## src/verilog/cpusr_pkg.sv

```systemverilog
/*
 * Shared constants of the core special register block: addresses in the
 * special-function space, reset values, status word field positions and
 * the arithmetic operation codes.
 * Assumes one core clock and one asynchronous active-low system reset.
 */
`default_nettype none

package cpusr_pkg;

   // Special-function addresses
   localparam logic [7:0] ADDR_STACK   = 8'h81;
   localparam logic [7:0] ADDR_PTR_HI  = 8'h83;
   localparam logic [7:0] ADDR_STATUS  = 8'hd0;
   localparam logic [7:0] ADDR_PRIMARY = 8'he0;
   localparam logic [7:0] ADDR_SECOND  = 8'hf0;

   // Values after reset
   localparam logic [7:0] RST_STACK    = 8'h07;
   localparam logic [7:0] RST_PTR_HI   = 8'h00;
   localparam logic [7:0] RST_STATUS   = 8'h00;
   localparam logic [7:0] RST_PRIMARY  = 8'h00;
   localparam logic [7:0] RST_SECOND   = 8'h00;
   localparam logic [7:0] RST_BANK     = 8'h00;
   localparam logic [7:0] RD_UNMAPPED  = 8'h00;

   // Status word fields
   localparam int CARRY_BIT  = 7;
   localparam int NIBBLE_BIT = 6;
   localparam int USER0_BIT  = 5;
   localparam int BANK_MSB   = 4;
   localparam int BANK_LSB   = 3;
   localparam int WRAP_BIT   = 2;
   localparam int USER1_BIT  = 1;
   localparam int PARITY_BIT = 0;

   // Largest product that fits the primary operand
   localparam logic [15:0] MUL_LIMIT = 16'h00ff;

   typedef enum logic [2:0] {
      OP_ADD,
      OP_ADDC,
      OP_SUBB,
      OP_MUL,
      OP_DIV
   } cpusr_op_t;

endpackage

`default_nettype wire

```

## src/verilog/cpusr_alu.sv

```systemverilog
/*
 * Combinational arithmetic unit: computes results and status flags for
 * add, add with carry, subtract with borrow, multiply and divide.
 * Assumes the caller registers the results and applies the flags only
 * when it issues an operation.
 */
`default_nettype none

module cpusr_alu (
   input  wire logic [7:0]         primary_i,
   input  wire logic [7:0]         second_i,
   input  wire logic [7:0]         operand_i,
   input  wire logic               carry_i,
   input  wire cpusr_pkg::cpusr_op_t op_i,
   output var  logic [7:0]         primary_res_o,
   output var  logic [7:0]         second_res_o,
   output var  logic               second_we_o,
   output var  logic               carry_o,
   output var  logic               nibble_o,
   output var  logic               wrap_o
);

   logic [8:0]  wide;
   logic [4:0]  nib;
   logic [15:0] prod;
   logic        cin;

   always_comb begin
      wide          = 9'h000;
      nib           = 5'h00;
      prod          = 16'h0000;
      cin           = (op_i != cpusr_pkg::OP_ADD) && carry_i;
      primary_res_o = primary_i;
      second_res_o  = second_i;
      second_we_o   = 1'b0;
      carry_o       = 1'b0;
      nibble_o      = 1'b0;
      wrap_o        = 1'b0;
      case (op_i)
         cpusr_pkg::OP_ADD,
         cpusr_pkg::OP_ADDC: begin
            wide = {1'b0, primary_i} + {1'b0, operand_i} + {8'h00, cin};
            nib  = {1'b0, primary_i[3:0]} + {1'b0, operand_i[3:0]}
                   + {4'h0, cin};
            primary_res_o = wide[7:0];
            carry_o  = wide[8];
            nibble_o = nib[4];
            wrap_o   = (primary_i[7] == operand_i[7])
                       && (wide[7] != primary_i[7]);
         end
         cpusr_pkg::OP_SUBB: begin
            wide = {1'b0, primary_i} - {1'b0, operand_i} - {8'h00, cin};
            nib  = {1'b0, primary_i[3:0]} - {1'b0, operand_i[3:0]}
                   - {4'h0, cin};
            primary_res_o = wide[7:0];
            carry_o  = wide[8];
            nibble_o = nib[4];
            wrap_o   = (primary_i[7] != operand_i[7])
                       && (wide[7] != primary_i[7]);
         end
         cpusr_pkg::OP_MUL: begin
            prod = {8'h00, primary_i} * {8'h00, second_i};
            primary_res_o = prod[7:0];
            second_res_o  = prod[15:8];
            second_we_o   = 1'b1;
            wrap_o = prod > cpusr_pkg::MUL_LIMIT;
         end
         cpusr_pkg::OP_DIV: begin
            // Operands are left untouched on a zero divisor
            if (second_i == 8'h00) begin
               wrap_o = 1'b1;
            end else begin
               primary_res_o = primary_i / second_i;
               second_res_o  = primary_i % second_i;
               second_we_o   = 1'b1;
            end
         end
         default: begin
            primary_res_o = primary_i;
         end
      endcase
   end

endmodule

`default_nettype wire

```

## src/verilog/cpusr_regs.sv

```systemverilog
/*
 * Core special registers: stack top pointer, upper byte of the indirect
 * pointer, primary and second operands and the status word, with byte
 * and bit access over the special-function port and core-side push, pop
 * and arithmetic strobes.
 * Assumes all strobes are synchronous to clk_i, one cycle each.
 */
// Contract
// - Upper pointer byte at 0x83, read/write, resets zero
// - Stack top pointer at 0x81 resets to 0x07
// - Push increments stack pointer before byte write
// - Primary operand at 0xe0, bit-addressable, resets zero
// - Second operand at 0xf0, bit-addressable, resets zero
// - Carry set on carry or borrow, else cleared
// - User flag bit 5 changed only by software
// - Bank select bits place working registers
// - Sign wrap flag on overflow, multiply product over 0xff, zero divide
`default_nettype none

module cpusr_regs (
   input  wire logic                 clk_i,
   input  wire logic                 nrst_i,
   input  wire logic [7:0]           sfr_addr_i,
   input  wire logic                 sfr_wr_i,
   input  wire logic [7:0]           sfr_wdata_i,
   input  wire logic                 sfr_rd_i,
   input  wire logic                 bit_wr_i,
   input  wire logic [7:0]           bit_addr_i,
   input  wire logic                 bit_val_i,
   input  wire logic                 push_i,
   input  wire logic                 pop_i,
   input  wire logic                 alu_go_i,
   input  wire cpusr_pkg::cpusr_op_t alu_op_i,
   input  wire logic [7:0]           alu_operand_i,
   output var  logic [7:0]           sfr_rdata_o,
   output var  logic [7:0]           stack_top_o,
   output var  logic [7:0]           pointer_upper_o,
   output var  logic [7:0]           primary_o,
   output var  logic [7:0]           second_o,
   output var  logic [7:0]           status_o,
   output var  logic [7:0]           bank_base_o
);

   logic [7:0] stack_r,   stack_nxt;
   logic [7:0] ptr_hi_r,  ptr_hi_nxt;
   logic [7:0] primary_r, primary_nxt;
   logic [7:0] second_r,  second_nxt;
   logic [7:0] status_r,  status_nxt;
   logic [7:0] bank_r,    bank_nxt;
   logic [7:0] rdata_r,   rdata_nxt;
   logic [7:0] alu_primary;
   logic [7:0] alu_second;
   logic       alu_second_we;
   logic       alu_carry;
   logic       alu_nibble;
   logic       alu_wrap;

   function automatic logic [7:0] put_bit(input logic [7:0] v,
                                          input logic [2:0] idx,
                                          input logic       val);
      logic [7:0] r;
      r      = v;
      r[idx] = val;
      return r;
   endfunction

   function automatic logic bit_hit(input logic [7:0] baddr,
                                    input logic [7:0] base);
      return baddr[7:3] == base[7:3];
   endfunction

   ////////////////////////////////////////////////////////////////////////

   cpusr_alu cpusr_alu_inst (
      .primary_i     (primary_r),
      .second_i      (second_r),
      .operand_i     (alu_operand_i),
      .carry_i       (status_r[cpusr_pkg::CARRY_BIT]),
      .op_i          (alu_op_i),
      .primary_res_o (alu_primary),
      .second_res_o  (alu_second),
      .second_we_o   (alu_second_we),
      .carry_o       (alu_carry),
      .nibble_o      (alu_nibble),
      .wrap_o        (alu_wrap)
   );

   ////////////////////////////////////////////////////////////////////////

   always_comb begin
      stack_nxt   = stack_r;
      ptr_hi_nxt  = ptr_hi_r;
      primary_nxt = primary_r;
      second_nxt  = second_r;
      status_nxt  = status_r;
      rdata_nxt   = cpusr_pkg::RD_UNMAPPED;
      if (sfr_wr_i) begin
         if (sfr_addr_i == cpusr_pkg::ADDR_STACK) begin
            stack_nxt = sfr_wdata_i;
         end else if (sfr_addr_i == cpusr_pkg::ADDR_PTR_HI) begin
            ptr_hi_nxt = sfr_wdata_i;
         end else if (sfr_addr_i == cpusr_pkg::ADDR_STATUS) begin
            status_nxt = sfr_wdata_i;
         end else if (sfr_addr_i == cpusr_pkg::ADDR_PRIMARY) begin
            primary_nxt = sfr_wdata_i;
         end else if (sfr_addr_i == cpusr_pkg::ADDR_SECOND) begin
            second_nxt = sfr_wdata_i;
         end
      end
      if (bit_wr_i) begin
         if (bit_hit(bit_addr_i, cpusr_pkg::ADDR_STATUS)) begin
            status_nxt = put_bit(status_nxt, bit_addr_i[2:0], bit_val_i);
         end else if (bit_hit(bit_addr_i, cpusr_pkg::ADDR_PRIMARY)) begin
            primary_nxt = put_bit(primary_nxt, bit_addr_i[2:0],
                                  bit_val_i);
         end else if (bit_hit(bit_addr_i, cpusr_pkg::ADDR_SECOND)) begin
            second_nxt = put_bit(second_nxt, bit_addr_i[2:0],
                                 bit_val_i);
         end
      end
      // Push bumps first, so the core stores at the new top
      if (push_i && !pop_i) begin
         stack_nxt = stack_nxt + 8'h01;
      end else if (pop_i && !push_i) begin
         stack_nxt = stack_nxt - 8'h01;
      end
      // Hardware flags win over a same-cycle software write
      if (alu_go_i) begin
         primary_nxt = alu_primary;
         if (alu_second_we) begin
            second_nxt = alu_second;
         end
         status_nxt[cpusr_pkg::CARRY_BIT]  = alu_carry;
         status_nxt[cpusr_pkg::NIBBLE_BIT] = alu_nibble;
         status_nxt[cpusr_pkg::WRAP_BIT]   = alu_wrap;
      end
      // Parity is read-only and always tracks the primary operand
      status_nxt[cpusr_pkg::PARITY_BIT] = ^primary_nxt;
      bank_nxt = {3'h0, status_nxt[cpusr_pkg::BANK_MSB:cpusr_pkg::BANK_LSB],
                  3'h0};
      if (sfr_rd_i) begin
         if (sfr_addr_i == cpusr_pkg::ADDR_STACK) begin
            rdata_nxt = stack_r;
         end else if (sfr_addr_i == cpusr_pkg::ADDR_PTR_HI) begin
            rdata_nxt = ptr_hi_r;
         end else if (sfr_addr_i == cpusr_pkg::ADDR_STATUS) begin
            rdata_nxt = status_r;
         end else if (sfr_addr_i == cpusr_pkg::ADDR_PRIMARY) begin
            rdata_nxt = primary_r;
         end else if (sfr_addr_i == cpusr_pkg::ADDR_SECOND) begin
            rdata_nxt = second_r;
         end
      end
   end

   always_ff @(posedge clk_i or negedge nrst_i) begin
      if (!nrst_i) begin
         stack_r   <= cpusr_pkg::RST_STACK;
         ptr_hi_r  <= cpusr_pkg::RST_PTR_HI;
         primary_r <= cpusr_pkg::RST_PRIMARY;
         second_r  <= cpusr_pkg::RST_SECOND;
         status_r  <= cpusr_pkg::RST_STATUS;
         bank_r    <= cpusr_pkg::RST_BANK;
         rdata_r   <= cpusr_pkg::RD_UNMAPPED;
      end else begin
         stack_r   <= stack_nxt;
         ptr_hi_r  <= ptr_hi_nxt;
         primary_r <= primary_nxt;
         second_r  <= second_nxt;
         status_r  <= status_nxt;
         bank_r    <= bank_nxt;
         rdata_r   <= rdata_nxt;
      end
   end

   assign sfr_rdata_o     = rdata_r;
   assign stack_top_o     = stack_r;
   assign pointer_upper_o = ptr_hi_r;
   assign primary_o       = primary_r;
   assign second_o        = second_r;
   assign status_o        = status_r;
   assign bank_base_o     = bank_r;
endmodule

`default_nettype wire

```

## config.mk

```make
export PLATFORM = sky130hd
export DESIGN_NAME = cpusr_regs
export DESIGN_NICKNAME = d
export VERILOG_FILES = /design/src/verilog/cpusr_pkg.sv /design/src/verilog/cpusr_alu.sv /design/src/verilog/cpusr_regs.sv
export SDC_FILE = /design/constraint.sdc
export NUM_CORES = 1
export LEC_CHECK = 0
export BUFFER_PORTS_ARGS = -buffer_cell sky130_fd_sc_hd__buf_4
export CELL_PAD_IN_SITES_DETAIL_PLACEMENT = 0
export CELL_PAD_IN_SITES_GLOBAL_PLACEMENT = 1
export CORE_MARGIN = 5
export CORE_UTILIZATION = 33
export DETAILED_ROUTE_END_ITERATION = 8
export PLACE_DENSITY_LB_ADDON = 0.12
export SLEW_MARGIN = 20
export SYNTH_ARGS = -nofsm -noshare
export SYNTH_HDL_FRONTEND = slang
export SYNTH_SLANG_ARGS = --single-unit
export TNS_END_PERCENT = 30
```

## constraint.sdc

```tcl
create_clock -name clk_i -period 19.6 [get_ports clk_i]
set_input_delay 2.94 -clock clk_i [delete_from_list [all_inputs] [get_ports clk_i]]
set_output_delay 2.94 -clock clk_i [all_outputs]
set_load 0.01 [all_outputs]
```

### Word level (Yosys, flattened, before mapping)

Cells that the tools add are included.

| storage, ports and cells | value |
|---|---|
| flip-flop bits (word level) | 50 |
| bits in latches | 0 |
| memory bits (writable) | 0 |
| bits in read-only memories | 0 |
| bits of input ports | 44 |
| logic and storage cells | 111 |
| memories kept | 0 |

| operators by class | value |
|---|---|
| $add $sub $neg | 10 |
| $mul | 1 |
| divide/modulo/power cells | 2 |
| magnitude comparators | 3 |
| eq/ne operators | 18 |
| shift operators | 0 |
| muxes and demuxes | 54 |
| bitwise gates (word level) | 1 |
| reductions and logical operators | 15 |

Operator list:

| cell | count |
|---|---|
| two-way mux 8 bit | 39 |
| equality test 8 bit (second input constant) | 5 |
| one-hot mux 8 bit (4 select lines) | 1 |
| bitwise mux 8 bit | 3 |
| greater-than comparator 16 x 8 -> 1 bit (second input constant) | 1 |
| multiplier 8 x 8 -> 16 bit | 1 |
| one-hot mux 8 bit (2 select lines) | 1 |
| equality test 5 bit (second input constant) | 3 |
| adder 8 x 8 -> 9 bit | 1 |
| adder 9 x 1 -> 9 bit | 1 |
| subtractor 8 x 8 -> 9 bit | 1 |
| subtractor 9 x 1 -> 9 bit | 1 |
| adder 8 x 1 -> 8 bit (second input constant) | 1 |
| divider 8 x 8 -> 8 bit | 1 |
| zero test 8 bit | 1 |
| modulo 8 x 8 -> 8 bit | 1 |
| XOR reduction 8 bit | 1 |
| subtractor 8 x 1 -> 8 bit (second input constant) | 1 |
| equality test 3 x 2 -> 1 bit (second input constant) | 2 |
| logical AND 1 bit | 6 |
| one-hot mux 1 bit (2 select lines) | 3 |
| adder 4 x 4 -> 5 bit | 1 |
| adder 5 x 1 -> 5 bit | 1 |
| subtractor 4 x 4 -> 5 bit | 1 |
| 20 further kinds | 26 |

### Longest topological paths before layout

| logic depth | value |
|---|---|
| depth in word-level cells | 14 |
| mapped depth | 52 |
| gate-level depth less buffers | 49 |

### Modules after synthesis

A second synthesis with hierarchy kept.

| unflattened totals | value |
|---|---|
| cell total of the unflattened synthesis | 1066 |
| area total of the unflattened synthesis | 8514.4 µm² |

By module, submodules not included:

| module | instances | cells an instance | area an instance (µm²) |
|---|---|---|---|
| cpusr_alu | 1 | 722 | 5342.6 |
| cpusr_regs | 1 | 344 | 3171.8 |

### Least setup slack after synthesis

Ideal clock, no wire load.

| timing | value |
|---|---|
| path type | register to register |
| start | register second_r[5], in the netlist second_o[5] |
| end | register status_r[0], in the netlist status_o[0] |
| setup time | 0.134 ns |
| arrival time | 11.295 ns |
| required time | 19.466 ns |
| path slack | 8.171 ns |
| cell stages (with the launch flop) | 50 |
| buffers on the path | 4 |
| clock period less this slack | 11.429 ns |
| cells stage by stage | dfrtp_1 clkbuf_1 nor4_1 buf_2 and3_1 a21oi_1 ha_1 o21a_1 o211ai_1 and3b_1 or2_2 ha_1 o211ai_1 a211oi_4 a311oi_1 or2_2 ha_1 a21o_1 [14 not listed] mux2_2 ha_1 o211ai_1 a21oi_1 o21ai_0 a21oi_1 clkbuf_1 mux2_2 ha_1 or2_2 a2111oi_0 o21bai_1 a21o_1 clkbuf_1 a221oi_1 nor2_1 xnor2_1 xnor3_1 |

| on the way | value |
|---|---|
| word-level cells in the longest chain between the ends | 5 |
| elaborated cells between the ends (all ways) | 7 |
| classes of those cells | mul (1); div (1); mux (3); reduce/logical (2) |

RTL lines:

| element | RTL line | text |
|---|---|---|
| start: declaration | cpusr_regs.sv:47 | `logic [7:0] second_r, second_nxt;` |
| start signal: assignment | cpusr_regs.sv:161 | `second_r <= cpusr_pkg::RST_SECOND;` |
| start signal: assignment | cpusr_regs.sv:169 | `second_r <= second_nxt;` |
| divider 8 x 8 -> 8 bit / zero test 8 bit (equally long branches) | cpusr_alu.sv:73, cpusr_alu.sv:70 |  |
| two-way mux 8 bit (*) | cpusr_alu.sv:70 | `if (second_i == 8'h00) begin` |
| one-hot mux 8 bit (4 select lines) (*) | cpusr_alu.sv:39 | `case (op_i)` |
| two-way mux 8 bit (*) | cpusr_regs.sv:128 | `if (alu_go_i) begin` |
| via primary_nxt[0] | cpusr_regs.sv:46 | `logic [7:0] primary_r, primary_nxt;` |
| XOR reduction 8 bit (*) | cpusr_regs.sv:138 | `status_nxt[cpusr_pkg::PARITY_BIT] = ^primary_nxt;` |
| via status_nxt[0] | cpusr_regs.sv:48 | `logic [7:0] status_r, status_nxt;` |
| end signal: assignment | cpusr_regs.sv:162 | `status_r <= cpusr_pkg::RST_STATUS;` |
| end signal: assignment | cpusr_regs.sv:170 | `status_r <= status_nxt;` |
| end: declaration | cpusr_regs.sv:48 |  |

The timed path passes the listed nets; every way through them passes the cells marked *.
A chain may end at the register's enable or synchronous reset.

### Worst setup path after layout

| timing | value |
|---|---|
| start | register second_r[7], in the netlist second_o[7] |
| end | register status_r[0], in the netlist status_o[0] |

Same word-level chain as after synthesis.

==> results.ini <==
[status]
outcome=completed

[setup_path]
endpoint_kind=flop
cp_top_family=compound AO/OA/AOI/OAI gates
crit_buf_inv=1
cp_common_cell=ha_1
worstPathMaxFanout=17
r2r_end=status_o[0]$_DFF_PN0_
cpPeakStageDelay_ns=0.99
r2r_setup_slack_ns=5.92
critical_path.slowest_cell=nor4_2
regToRegStartpoint=second_o[7]$_DFFE_PN0P_
startpoint_type=flop
worstPathRequired_ns=19.78
arrival_ns=13.86
r2r_cells=45
worstSetupPathType=reg -> reg

[logic_synthesis]
synth_fa_ha_area_share_pct=25.4
syn_avg_cell_area_um2=8.27
syn_area_um2=8170
yosysSeqAreaShare_pct=14.7
synth_enable_flop_cells=0
synthXorXnorAreaFrac_pct=5.39
synth_top_area_share_pct=15.3
synth_compound_area_share_pct=20.9
synth.distinct_cells=83
synth-simple-area-share_pct=18.1
synth_cells=988
muxShareOfSynthArea_pct=8.42
async_flop_share_pct=100
synth_top_family_by_area=adder cells
dominantRegCellSynth=dfrtp_1
synth-seq-cells=48
yosysTopAreaCell=ha_1
yosysWarnings=0
synthTopCellsByArea=ha_1 (15%), dfrtp_1 (14%), fa_1 (10%), mux2i_1 (5.4%), inv_1 (4.1%)

[worst_hold_path]
min_path_type=reg -> reg
whs_endpoint=sfr_rdata_o[1]$_DFF_PN0_
min_delay_path_depth=2
hp-start=stack_top_o[1]$_DFF_PN1_

[clock_network]
clk_path_buf_depth=2
clkSinkCount=48
clock_latency_ns=0.30
cts.repair.resized=0
htreeDepth=2
clk_pin_slew_ns=0.07
clockRootBuffer=clkbuf_16
cts_tree=done
cts_buffers=5
cts_setup_buffers=0
holdBufCountCts=0

[sta]
hold_viol_final=0
final-max-slew-violation-count=0
skew_ns=0.0109
setup_tns_ns=0
setup_violations=0
post-route-period-util_pct=69.8
layout_min_cycle_time_ns=13.68
fmax_ghz=0.0731
hold_slack_ns=0.541
timing_worst_slew_pin_value_ns=1.04
rsz0062_at_grt=no
relSlewSlack_pct=30.4

[placement]
hpwl_um=23800
place.gp.congestion=0.871
place_area_um2=9160
dpl.cell_count=1371
portBuffers=93

[routing]
drt-initial-drc-count=550
drc=0
met3RoutedLength_um=1740
top_layer_used=met4
first_pass_iters=5
wl_met1_um=14600
drt_wl_total_um=30200
post_drt_wl_per_cell_um=21.9
routed-wl-met2_um=13300
antenna_left=0
vias=7699
via_per_inst=5.58

[final_layout]
fin_area_um2=9350
drive_above_1_share_pct=15.1
final_common_cell=buf_4
finalNonFillerCells=1379
diodes=0
area_growth_pct=14.5
num-fill-cells=2520
final_cell_mix=buf_4 (105), ha_1 (100), inv_1 (90)
multiInputGateArea_um2=6410
final_nets=1239
regArea_um2=1200

[die]
io_pins=100
die-area_um2=28000
core_um2=24300
placementRows=57
die_x_um=167
initial_core_util_pct=33.6
die_h_um=167

[run]
drv_cap=0

[grt]
globalRouteTotalUtil_pct=21.2
antenna_found_initial=0
grt_start_max_net_pins=49
grt_pass1_vias=7792
gr-total-overflow=0
grt_pass1_wl_um=46600

==> per-layer routing <==
metal / up-vias / global-route usage (%)
met2: 236 / 33.2
met4: 0 / 4.55
met3: 34 / 3.30
met1: 3768 / 31.0
li1: 3661 / -
met5: - / 0
==> through the flow <==
stage / setup WS [ns] / utilization [%]
final: 5.92 / 38.5
after global routing: 4.79 / 38.5
after CTS: 6.03 / 38.5
after detailed placement: 6.06 / 37.7
after global placement: 6.44 / 37.7
after floorplan: 8.17 / -
==> cells in the mapped netlist (9+ instances only) <==
cell type and count:
a21boi_0 10, a21o_1 17, a21oi_1 37, a31oi_1 10
buf_4 9, clkbuf_1 38, dfrtp_1 45, fa_1 41
ha_1 100, inv_1 90, mux2_2 20, mux2i_1 44
nand2_1 82, nand2b_1 10, nand3_1 16, nor2_1 84
nor3_1 25, nor4_1 10, o211ai_1 10, o21a_1 16
o21ai_0 48, o221ai_1 15, or2_2 11, or3_1 9
xnor2_1 34, xor2_1 11
==> how the worst max path moves through the flow <==
stage / cells after the start / end / slack, ns / start
after floorplan: 49 / status_o[0]$_DFF_PN0_ / 8.17 / second_o[5]$_DFFE_PN0P_
after global placement: 45 / status_o[0]$_DFF_PN0_ / 6.44 / second_o[7]$_DFFE_PN0P_
after detailed placement: 45 / status_o[0]$_DFF_PN0_ / 6.06 / second_o[7]$_DFFE_PN0P_
after CTS: 45 / status_o[0]$_DFF_PN0_ / 6.03 / second_o[7]$_DFFE_PN0P_
after global routing: 45 / status_o[0]$_DFF_PN0_ / 4.79 / second_o[7]$_DFFE_PN0P_
final: 45 / status_o[0]$_DFF_PN0_ / 5.92 / second_o[7]$_DFFE_PN0P_
==> kinds of logic (layout without fill, tap and decap cells) <==
group | count (synthesis) | after routing
muxes | 66 | 66
and+or+nand+nor | 298 | 298
buffers and inverters | 144 | 206
adders and majority gates | 141 | 141
xor gates and xnor gates | 47 | 47
AOI/OAI and AO/OA | 243 | 243
DFF | 48 | 48
other | 1 | 6
==> cell type report <==
| type | count | area share, % |
|---|---|---|
| Sequential cell | 48 | 12.9 |
| Clock buffer | 5 | 1.34 |
| Clock inverter | 3 | 0.736 |
| Multi-Input combinational cell | 801 | 68.5 |
| Tap cell | 324 | 4.33 |
| Timing Repair Buffer | 105 | 8.43 |
| Inverter | 93 | 3.73 |
==> sequential cells by signal, summed over array words and instances, names as in the netlist <==
register and cells:
pointer_upper_o 8, primary_o 8, second_o 8, sfr_rdata_o 8, stack_top_o 8, status_o 8
==> worst register-to-register path: cells and delay by family (launching register included) <==
kind	cells	cell delay, ns
and+or+nand+nor	11	3.73
xor gates and xnor gates	2	0.40
buffers and inverters	1	0.08
DFF	1	0.63
muxes	3	1.06
AOI/OAI and AO/OA	21	5.21
adders and majority gates	7	2.47
Power is not shown: default switching activity piles up to over one toggle a cycle in this logic, so the estimate is an artifact.
